`src/inc/acsr_map.svh`:
```
// register addresses, field positions, reset values and transfer set index
// What this block does
// scan enabled converts channels in sequence
// scan off repeats the one selected channel
// cal codes pick offset or gain pair
// host never writes reserved mode combinations
// scan with cal adds offset then gain
// pseudo mode: inputs one-five against six
// differential mode: pairs 1/2, 3/4, 5/6
// scan cal channels use third transfer set
// buffer bit powers or bypasses input buffers
// burnout bit connects test current sources
// excitation bit enables both current outputs
// prescale bit halves the input clock
// low clock rates 20/25/100/200 doubling per step
// high clock rates 50/60/300/600 doubling per step
// reset values: reg2 zero, reg1 0x0a
// channel select ignored while scanning
// offset cal before gain, same tag
// active setting change drops ready, resets filter
// advance each result, wrap at end
// mode writes restart scan at first entry
`ifndef ACSR_MAP_SVH
`define ACSR_MAP_SVH
`define ACSR_ADDR_SETUP1   3'h1
`define ACSR_ADDR_SETUP2   3'h2
`define ACSR_SETUP1_RESET  8'h0A
`define ACSR_SETUP2_RESET  8'h00
`define ACSR_S1_CHSEL_HI   7
`define ACSR_S1_CHSEL_LO   6
`define ACSR_S1_MF_HI      5
`define ACSR_S1_MF_LO      4
`define ACSR_S1_CLKSEL     3
`define ACSR_S1_FS_HI      2
`define ACSR_S1_FS_LO      1
`define ACSR_S1_FAST       0
`define ACSR_S2_SCAN       7
`define ACSR_S2_CAL_HI     6
`define ACSR_S2_CAL_LO     5
`define ACSR_S2_BUFFER_ENABLE       4
`define ACSR_S2_PAIR       3
`define ACSR_S2_BURNOUT_TEST_ENABLE       2
`define ACSR_S2_IEXC       1
`define ACSR_S2_PRESC      0
`define ACSR_TF3_INDEX     2'h2
`endif

```
`src/inc/acsr_pkg.sv`:
```
// types for the channel scan and rate configuration block
package acsr_pkg;
  typedef enum logic [2:0] {
    ACSR_CH_IN1    = 3'h0,
    ACSR_CH_IN2    = 3'h1,
    ACSR_CH_IN3    = 3'h2,
    ACSR_CH_IN4    = 3'h3,
    ACSR_CH_IN5    = 3'h4,
    ACSR_CH_OFFSET_CAL_INPUT = 3'h5,
    ACSR_CH_CALGN  = 3'h6
  } acsr_chan_t;
  typedef logic [15:0] acsr_rate_t;
endpackage : acsr_pkg

```
`src/design/acsr_top.sv`:
```
// setup registers, channel sequencer and control outputs
`timescale 1ns/1ps
`default_nettype none
`include "acsr_map.svh"
module acsr_top (
  input  wire logic                 clk,
  input  wire logic                 rst,
  input  wire logic                 sw_reset,
  input  wire logic                 reg_wr,
  input  wire logic [2:0]           reg_addr,
  input  wire logic [7:0]           reg_wdata,
  output logic      [7:0]           setup1_rdata,
  output logic      [7:0]           setup2_rdata,
  input  wire logic                 conv_done,
  output acsr_pkg::acsr_chan_t      chan_q,
  output logic      [1:0]           chan_tag_q,
  output logic      [1:0]           tf_index_q,
  output logic      [2:0]           pos_hi_q,
  output logic      [2:0]           pos_lo_q,
  output logic                      filter_reset_q,
  output logic                      ready_clear_q,
  output logic                      sinc1_q,
  output acsr_pkg::acsr_rate_t      rate_q,
  output logic                      clk_en_q,
  output logic                      buffer_enable_q,
  output logic                      burnout_test_enable_q,
  output logic                      excitation_output_1_q,
  output logic                      excitation_output_2_q,
  output logic                      reserved_mode_q
);
  import acsr_pkg::*;
  logic [7:0] s1_q, s1_d, s2_q, s2_d;
  logic [2:0] idx_q, idx_d;
  logic       div_q;
  logic       wr1, wr2, clr;
  logic       scan, cal_hi, cal_lo, pair, cal_on, last;
  logic [2:0] last_idx;
  logic [1:0] chsel;
  acsr_chan_t ch_d;
  logic [1:0] tf_d, tag_d;
  logic       active_chg, mode_chg;
  acsr_rate_t rate_w;

  // converts a scan index to the measured channel or pair
  function automatic acsr_chan_t seq_chan(input logic p, input logic [2:0] i);
    if (i == 3'h5 || (p && i == 3'h3))
      seq_chan = ACSR_CH_OFFSET_CAL_INPUT;
    else if (i == 3'h6 || (p && i == 3'h4))
      seq_chan = ACSR_CH_CALGN;
    else if (p)
      seq_chan = acsr_chan_t'({i[1:0], 1'b0});
    else
      seq_chan = acsr_chan_t'(i);
  endfunction : seq_chan

  assign clr    = rst | sw_reset;
  assign wr1    = reg_wr && reg_addr == `ACSR_ADDR_SETUP1;
  assign wr2    = reg_wr && reg_addr == `ACSR_ADDR_SETUP2;
  assign s1_d   = wr1 ? reg_wdata : s1_q;
  assign s2_d   = wr2 ? reg_wdata : s2_q;
  assign scan   = s2_q[`ACSR_S2_SCAN];
  assign cal_hi = s2_q[`ACSR_S2_CAL_HI];
  assign cal_lo = s2_q[`ACSR_S2_CAL_LO];
  assign pair   = s2_q[`ACSR_S2_PAIR];
  assign chsel  = {s1_q[`ACSR_S1_CHSEL_HI], s1_q[`ACSR_S1_CHSEL_LO]};
  assign cal_on = cal_hi ^ cal_lo;
  // scan length: 5 or 3 signal entries, plus two cal entries when cal is on
  assign last_idx = pair ? (cal_on ? 3'h4 : 3'h2) : (cal_on ? 3'h6 : 3'h4);
  assign last     = idx_q == last_idx;
  // mode bits change: restart from entry zero
  assign mode_chg = wr2 && ({reg_wdata[`ACSR_S2_SCAN], reg_wdata[`ACSR_S2_CAL_HI],
                    reg_wdata[`ACSR_S2_CAL_LO], reg_wdata[`ACSR_S2_PAIR]}
                    != {scan, cal_hi, cal_lo, pair});
  assign idx_d = mode_chg ? 3'h0 :
                 (scan && conv_done) ? (last ? 3'h0 : idx_q + 3'h1) : idx_q;

  // single channel: cal code overrides, channel select otherwise
  always_comb begin
    if (scan) begin
      ch_d = seq_chan(pair, idx_q);
    end else if (cal_lo && !cal_hi) begin
      ch_d = ACSR_CH_OFFSET_CAL_INPUT;
    end else if (cal_hi && !cal_lo) begin
      ch_d = ACSR_CH_CALGN;
    end else if (pair) begin
      ch_d = acsr_chan_t'({chsel, 1'b0});
    end else begin
      ch_d = acsr_chan_t'({1'b0, chsel});
    end
  end

  // transfer set and tag: inputs 1/2 set 0, 3/4 set 1, 5 set 2
  always_comb begin
    if (ch_d == ACSR_CH_OFFSET_CAL_INPUT || ch_d == ACSR_CH_CALGN) begin
      tf_d  = scan ? `ACSR_TF3_INDEX : (pair ? chsel : {1'b0, chsel[1]});
      tag_d = 2'h3;
    end else begin
      tf_d  = ch_d[2] ? 2'h2 : {1'b0, ch_d[1]};
      tag_d = tf_d;
    end
  end

  // a write changing anything that shapes the live conversion
  assign active_chg = (wr1 && reg_wdata != s1_q) ||
                      (wr2 && (reg_wdata[7:3] != s2_q[7:3] ||
                       reg_wdata[`ACSR_S2_PRESC] != s2_q[`ACSR_S2_PRESC]));

  acsr_rate u_rate (
    .clk_sel  (s1_q[`ACSR_S1_CLKSEL]),
    .mod_freq ({s1_q[`ACSR_S1_MF_HI], s1_q[`ACSR_S1_MF_LO]}),
    .filt_sel ({s1_q[`ACSR_S1_FS_HI], s1_q[`ACSR_S1_FS_LO]}),
    .rate_sps (rate_w)
  );

  always_ff @(posedge clk) begin
    if (clr) begin
      s1_q <= `ACSR_SETUP1_RESET;
      s2_q <= `ACSR_SETUP2_RESET;
      idx_q <= 3'h0;
      div_q <= 1'b0;
    end else begin
      s1_q  <= s1_d;
      s2_q  <= s2_d;
      idx_q <= idx_d;
      div_q <= ~div_q;
    end
  end

  always_ff @(posedge clk) begin
    if (clr) begin
      chan_q                <= ACSR_CH_IN1;
      chan_tag_q            <= 2'h0;
      tf_index_q            <= 2'h0;
      pos_hi_q              <= 3'h0;
      pos_lo_q              <= 3'h5;
      filter_reset_q        <= 1'b1;
      ready_clear_q         <= 1'b1;
      sinc1_q               <= 1'b0;
      rate_q                <= 16'h0000;
      clk_en_q              <= 1'b0;
      buffer_enable_q       <= 1'b0;
      burnout_test_enable_q <= 1'b0;
      excitation_output_1_q <= 1'b0;
      excitation_output_2_q <= 1'b0;
      reserved_mode_q       <= 1'b0;
    end else begin
      chan_q         <= ch_d;
      chan_tag_q     <= tag_d;
      tf_index_q     <= tf_d;
      // positive and negative analog input numbers (0 based, 7 = cal pin)
      pos_hi_q       <= (ch_d[2] && ch_d[1:0] != 2'h0) ? 3'h7 : ch_d;
      pos_lo_q       <= (ch_d[2] && ch_d[1:0] != 2'h0) ? 3'h7 :
                        (pair ? ch_d + 3'h1 : 3'h5);
      filter_reset_q <= active_chg;
      ready_clear_q  <= active_chg;
      sinc1_q        <= s1_q[`ACSR_S1_FAST];
      rate_q         <= rate_w;
      clk_en_q       <= s2_q[`ACSR_S2_PRESC] ? div_q : 1'b1;
      buffer_enable_q       <= s2_q[`ACSR_S2_BUFFER_ENABLE];
      burnout_test_enable_q <= s2_q[`ACSR_S2_BURNOUT_TEST_ENABLE];
      excitation_output_1_q <= s2_q[`ACSR_S2_IEXC];
      excitation_output_2_q <= s2_q[`ACSR_S2_IEXC];
      reserved_mode_q       <= cal_hi & cal_lo;
    end
  end

  assign setup1_rdata = s1_q;
  assign setup2_rdata = s2_q;
endmodule : acsr_top
`default_nettype wire

```
`src/design/acsr_rate.sv`:
```
// output data rate lookup from clock, modulator and filter fields
`timescale 1ns/1ps
`default_nettype none
module acsr_rate (
  input  wire logic              clk_sel,
  input  wire logic [1:0]        mod_freq,
  input  wire logic [1:0]        filt_sel,
  output var  acsr_pkg::acsr_rate_t rate_sps
);
  import acsr_pkg::*;
  logic [15:0] base_w;
  always_comb begin
    case ({clk_sel, filt_sel})
      3'h0:    base_w = 16'h0014;
      3'h1:    base_w = 16'h0019;
      3'h2:    base_w = 16'h0064;
      3'h3:    base_w = 16'h00C8;
      3'h4:    base_w = 16'h0032;
      3'h5:    base_w = 16'h003C;
      3'h6:    base_w = 16'h012C;
      3'h7:    base_w = 16'h0258;
      default: base_w = 16'h0000;
    endcase
    rate_sps = base_w << mod_freq;
  end
endmodule : acsr_rate
`default_nettype wire

```
`config.mk`:
```
export PLATFORM = sky130hd
export DESIGN_NAME = acsr_top
export DESIGN_NICKNAME = d
export VERILOG_FILES = /design/src/inc/acsr_pkg.sv /design/src/design/acsr_top.sv /design/src/design/acsr_rate.sv
export VERILOG_INCLUDE_DIRS = /design/src /design/src/inc
export SDC_FILE = /design/constraint.sdc
export NUM_CORES = 1
export LEC_CHECK = 0
export ABC_AREA = 1
export BUFFER_PORTS_ARGS = -buffer_cell sky130_fd_sc_hd__buf_2
export CORE_MARGIN = 10
export CORE_UTILIZATION = 41
export CTS_BUF_LIST = sky130_fd_sc_hd__clkbuf_16
export DETAILED_ROUTE_END_ITERATION = 16
export PLACE_DENSITY = 0.66
export SYNTH_ARGS = -nofsm -noshare
export SYNTH_HDL_FRONTEND = slang
export SYNTH_SLANG_ARGS = --single-unit
```
`constraint.sdc`:
```
create_clock -name clk -period 4.54 [get_ports clk]
set_input_delay 0.454 -clock clk [delete_from_list [all_inputs] [get_ports clk]]
set_output_delay 0.454 -clock clk [all_outputs]
set_load 0.05 [all_outputs]
```
==> flow_summary.toml, run 1 <==
[run_status]
status = "completed"

[worst_setup_path]
cp.arrival_ps = 2300
r2r.worst_path.cells = 12
worst_setup_path_end_kind = "flip-flop"
r2r-start = "idx_q[0]"
critPathKind = "flip-flop to flip-flop"
r2r_end = "tf_index_q[0]"
start_kind = "flip-flop"
crit_path_max_fanout = 4
crit_required_ps = 4740
r2r_slack_ps = 2430

[clocking]
postCtsSetupBuffers = 0
clock_path_buffers = 2
clkLatencyLatePin_ps = 330
cts_tree = "yes"
clockRootBuffer = "clkbuf_16"
numCtsBuffers = 9
cts.sinks = 62
cts-hold-fix-buffers = 0
h-tree-depth = 3
clk_pin_slew_ps = 50
ctsResizeCount = 0

[sta]
fin_skew_ps = 4.52
rsz0062_at_grt = "false"
slew_viol_final = 0
period_share_pct = 46.4
fin_crit_ps = 2110
setup_viol = 0
setup_tns_ps = 0
fin_ws_ps = 2430
slew_headroom_pct = 58.6
hold_viol_final = 0
hold_ws_ps = 416
worstMarginPinSlew_ps = 619
fmax_ghz = 0.475

[place]
port_buffers = 66
dpl-instance-area_um2 = 3140
place_hpwl_um = 4810
pre_cts_slack_ps = 2450
place_congestion = 0.799
dp.cells = 477

[detailed_routing]
wirelength_um = 6380
vias = 2316
route.antenna.remaining_nets = 0
dr.pass1.iters = 4
post_drt_wl_per_cell_um = 12.9
drt-initial-drc-count = 94
drc_errors = 0
avgViaCountPerCell = 4.70

[cells_and_area]
final_cells = 493
antenna_cells = 0
drive_gt1_share_pct = 28.3
stdcell_area_um2 = 3460
nets = 440
final_core_util_pct = 51.2
area_growth_pct = 22.6
fillers = 663

[logic_synthesis]
yosys.area.top_type = "dfxtp_1"
ys_seq_elements = 62
async_flop_share_pct = 0
synth_cell_types = 32
synth_warnings = 0
synthTopCellsByCount = "nand2_1, dfxtp_1, inv_1"
synth_flop_cell = "dfxtp_1"
avgSynthCellArea_um2 = 8.15
seq_area_frac_synth_pct = 44.0
yosysMostFrequentCell = "nand2_1"
synthesis.area_um2 = 2820
synthTopCellsByArea = "dfxtp_1, nand2_1, ha_1"
synth_cells = 346
yosysTopAreaCellShare_pct = 44.0
synth_edf_count = 0

[floorplan]
boundaryPins = 70
dieArea_um2 = 10600
die_w_um = 103
start_util_pct = 41.8
rows = 30
fp.dieH_um = 103
core-area_um2 = 6760

[grt]
first_global_vias = 2125
grt_max_degree = 23
antenna_found_initial = 0
grt_pass1_wl_um = 10100
grt.overflow.total = 0
grt_usage_pct = 12.3

[min_path]
min-delay-start = "div_q"
hold_path_depth = 1
min_path_type = "flip-flop to flip-flop"
whs_endpoint = "div_q"

[job]
drv_cap = 0

[pwr]
leakage_nw = 1.64
p_total_mw = 1.38
irDropWorstVdd_mv = 0.208
power_density_nw_per_um2 = 398
==> registers in the layout (all words and copies together) (netlist names) <==
name                   count
u_rate.base_w             10
reserved_mode_q            1
ready_clear_q              1
burnout_test_enable_q      1
rate_q                    13
excitation_output_2_q      1
div_q                      1
chan_q                     3
setup2_rdata               8
pos_hi_q                   2
idx_q                      3
setup1_rdata               8
chan_tag_q                 2
buffer_enable_q            1
pos_lo_q                   3
clk_en_q                   1
tf_index_q                 2
sinc1_q                    1
==> layout make-up <==
cell class	instances	area (µm²)	share of cell area [%]
timing repair buffer	66	330	9.55
multi-input combinational	225	1310	37.7
tap	80	100	2.89
clock buffer	9	225	6.51
clock inverter	7	88.8	2.57
inverter	44	168	4.85
sequential	62	1240	35.9
==> worst max path at each step <==
stage / startpoint / to / slack (ps) / depth (start not counted)
6_report: idx_q[0] / tf_index_q[0] / 2430 / 12
5_1_grt: idx_q[1] / tf_index_q[0] / 2280 / 11
4_1_cts: idx_q[1] / tf_index_q[1] / 2440 / 11
3_5_place_dp: idx_q[1] / tf_index_q[0] / 2450 / 12
3_3_place_gp: idx_q[1] / tf_index_q[1] / 2510 / 10
2_1_floorplan: setup2_rdata[5] / tf_index_q[1] / 2300 / 8
==> cell usage in the layout (no fill, tap or decap), types with 2 or more instances in the layout <==
cell type  synthesis  routed
nand2_1           72      72
buf_2              8      66
dfxtp_1           62      62
inv_1             36      36
nor2_1            35      35
o21ai_0           17      17
a21oi_1           16      16
ha_1              16      16
nand2_2            9       9
mux2i_1            9       9
o22ai_1            9       9
clkbuf_16          0       9
inv_2              7       7
nand3_1            7       7
xnor2_1            5       5
nor2_4             4       4
o21ai_2            4       4
nand4_1            3       3
conb_1             1       3
nor2_2             2       2
nand3_4            2       2
nand2_4            2       2
or2_2              2       2
a21oi_2            2       2
bufinv_16          0       2
clkinv_1           0       2
==> metal layers <==
layer,global-route usage [%],wire [µm]
met5,0,0
met1,15.8,3030
met4,7.49,124
met2,17.6,2770
met3,3.49,451
==> critical path, cell delays in order, from the launching register on <==
cell and delay, ps:
dfxtp_1 330, ha_1 210, ha_1 190, nand2_2 70
nand2_2 60, nor2_4 130, nand2_1 80, nand2_2 140
inv_2 80, ha_1 190, or2_2 320, nand4_1 120
a21oi_2 60
==> logic make-up (layout without fill, tap and decap cells) <==
logic type                 count (synthesis)  after routing  synth area share (%)
muxes                                      9              9                  3.19
DFF                                       62             62                  44.0
AOI/OAI and AO/OA                         51             51                  10.5
buffers and inverters                     61            126                  10.0
xor gates and xnor gates                   5              5                  1.55
adders and majority gates                 16             16                  7.10
and+or+nand+nor                          141            141                  23.5
other                                      1              3                 0.133
==> report_power, final <==
part | total [mW] | internal (mW) | switching, mW
clock network | 0.713 | 0.476 | 0.237
registers | 0.559 | 0.554 | 0.00527
logic | 0.104 | 0.0277 | 0.0766
Note: power is estimated with default switching activity, not from simulation.
==> run 2, diff against run 1 <==
- ABC_AREA: 1 -> 0
- clock period: 4.54 -> 2 ns (I/O delays scaled with it)
==> flow_summary.toml, run 2 <==
[run_status]
violations = "setup timing"
status = "finished, violations left"

[clocking]
clkLatencyLatePin_ps = 330
clockRootBuffer = "clkbuf_16"
cts.sinks = 62
h-tree-depth = 3
numCtsBuffers = 9
clock_path_buffers = 2
clk_pin_slew_ps = 50
cts_tree = "yes"

[logic_synthesis]
synth_top_family_by_area = "simple AND/OR/NAND/NOR gates"
synth_warnings = 0
yosysMostFrequentCell = "dfxtp_1"
yosysTopAreaCellShare_pct = 44.4
synthTopCellsByArea = "dfxtp_1, ha_1, a21oi_1"
synth_compound_area_share_pct = 12.0
avgSynthCellArea_um2 = 9.54
synth.area.mux_share_pct = 7.30
seq_area_frac_synth_pct = 44.4
yosys.area.top_type = "dfxtp_1"
synth_cells = 293
synth-simple-area-share_pct = 17.4
ys_seq_elements = 62
synth_xor_area_share_pct = 5.02
synth_cell_types = 51
synthesis.area_um2 = 2790
synthTopCellsByCount = "dfxtp_1, nand2_1, nor2_1"
synth_flop_cell = "dfxtp_1"
synth_fa_ha_area_share_pct = 7.17
async_flop_share_pct = 0
synth_edf_count = 0

[pwr]
leakage_nw = 1.60
power_density_nw_per_um2 = 748
irDropWorstVdd_mv = 0.530

[sta]
setup_viol = 5
fin_crit_ps = 2030
fin_ws_ps = -33.9
rsz0062_at_grt = "true"
slew_viol_final = 0
fin_skew_ps = 7.96
setup_tns_ps = -104
hold_viol_final = 0
fmax_ghz = 0.492
period_share_pct = 102

[cells_and_area]
stdcell_area_um2 = 3730
drive_gt1_share_pct = 39.6
antenna_cells = 0
largest_reg_flops = 13
area_growth_pct = 33.5
fillers = 575
final_cells = 461
top_register = "rate_q"
most-common-layout-cells = "buf_2, dfxtp_1, nand2_1"
nets = 408
layout_commonest_cell = "buf_2"

[floorplan]
rows = 30
dieArea_um2 = 10500
start_util_pct = 41.6
boundaryPins = 70
fp.dieH_um = 103
core-area_um2 = 6720
die_w_um = 103

[detailed_routing]
dr.pass1.iters = 4
drt-initial-drc-count = 127
route.antenna.remaining_nets = 0
post_drt_wl_per_cell_um = 15.0
drc_errors = 0
wirelength_um = 6910
avgViaCountPerCell = 4.98
vias = 2297

[worst_setup_path]
crit_required_ps = 2220
crit_path_max_fanout = 5
crit_chain = "ha_4 -> ha_4 -> a22oi_2 -> nand2_1 -> o21a_2 -> buf_6 -> ha_2 -> nor2_4 -> a31oi_1 -> a21boi_1"
r2r.worst_path.cells = 10
cp_slowest_stage_delay_ps = 370
critPathKind = "flip-flop to flip-flop"
start_kind = "flip-flop"
cp.arrival_ps = 2250
crit_slowest_cell = "dfxtp_4"
crit_path_frequent_cell = "ha_4"
worst_setup_path_end_kind = "flip-flop"

[place]
place_congestion = 0.853
dp.cells = 437
place_hpwl_um = 5050
pre_cts_slack_ps = -111
dpl-instance-area_um2 = 3260
port_buffers = 66

[min_path]
hold_path_depth = 3
min_path_type = "input pin to flip-flop"

[grt]
grt_usage_pct = 13.4
grt_max_degree = 36
first_global_vias = 2263
antenna_found_initial = 0
grt_pass1_wl_um = 11000
grt.overflow.total = 0

[job]
drv_cap = 0
## run 2: cell types whose count changed in the layout (fill, tap and decap cells not counted), moves of 6 or more
cell,delta
nor2_1,-14
nand3_1,-6
dfxtp_1,-7
inv_1,-24
buf_4,+24
o21ai_0,-10
and2_1,+10
nand2_1,-46
o22ai_1,-8
nand2_2,-9
a211oi_1,+6
xor2_1,+8
ha_1,-7
## run 2: kinds of logic after synthesis
group	Yosys count
and+or+nand+nor	93
DFF	62
AOI/OAI and AO/OA	53
buffers and inverters	37
xor gates and xnor gates	16
other	1
muxes	15
adders and majority gates	16
## run 2: layout make-up
| cell class | instances | area [µm²] | area share, % |
|---|---|---|---|
| inverters | 15 | 63.8 | 1.71 |
| clock buffers | 9 | 225 | 6.04 |
| flip-flops and latches | 62 | 1260 | 33.8 |
| clock inverters | 7 | 32.5 | 0.872 |
| well taps | 80 | 100 | 2.68 |
| repair buffers | 92 | 533 | 14.3 |
| multi-input cells | 196 | 1510 | 40.6 |
## run 2: path summary, 6_finish.rpt
path,from,end,slack (ps)
worst max-delay path,idx_q[1],chan_tag_q[0],-30
worst min-delay path,reg_wdata[2],setup2_rdata[2],150
worst max register to register,idx_q[1],chan_tag_q[0],-30
worst min register to register,div_q,div_q,420
## run 2: critical path: cells and delay by family, from the launching register on
family / cells / cell delay [ps]
AOI/OAI and AO/OA: 4 / 660
adders and majority gates: 3 / 510
buffers and inverters: 1 / 120
DFF: 1 / 370
and+or+nand+nor: 2 / 250
## run 2: power breakdown
part	switching [mW]	leakage [nW]	internal, mW
combinational	0.140	0.953	0.0661
sequential	0.00923	0.507	1.25
clock	0.512	0.139	0.815
total	0.661	1.60	2.13
## run 2: timing repair
item                                    CTS  global route
hold buffers                              0             0
pin swaps                                 5            13
endpoints found under the setup margin    8             8
setup buffers                             5             3
gates resized for setup                   6            33
## run 2: layer usage
metal,up-vias,wire [µm],GRT usage [%]
met5,-,0,0
met4,0,169,7.05
met1,1044,3080,16.1
met2,73,2990,19.7
met3,12,670,6.03
li1,1168,-,-
## run 2: stage by stage
stage                     util [%]  hold slack (ps)  power (mW)
after detailed placement      48.5              415        1.48
after floorplan                  -              326        1.42
after CTS                     53.2              141        2.81
final                         55.5              154        2.79
after global placement        48.5              400        1.48
after global routing          55.5              159        2.89
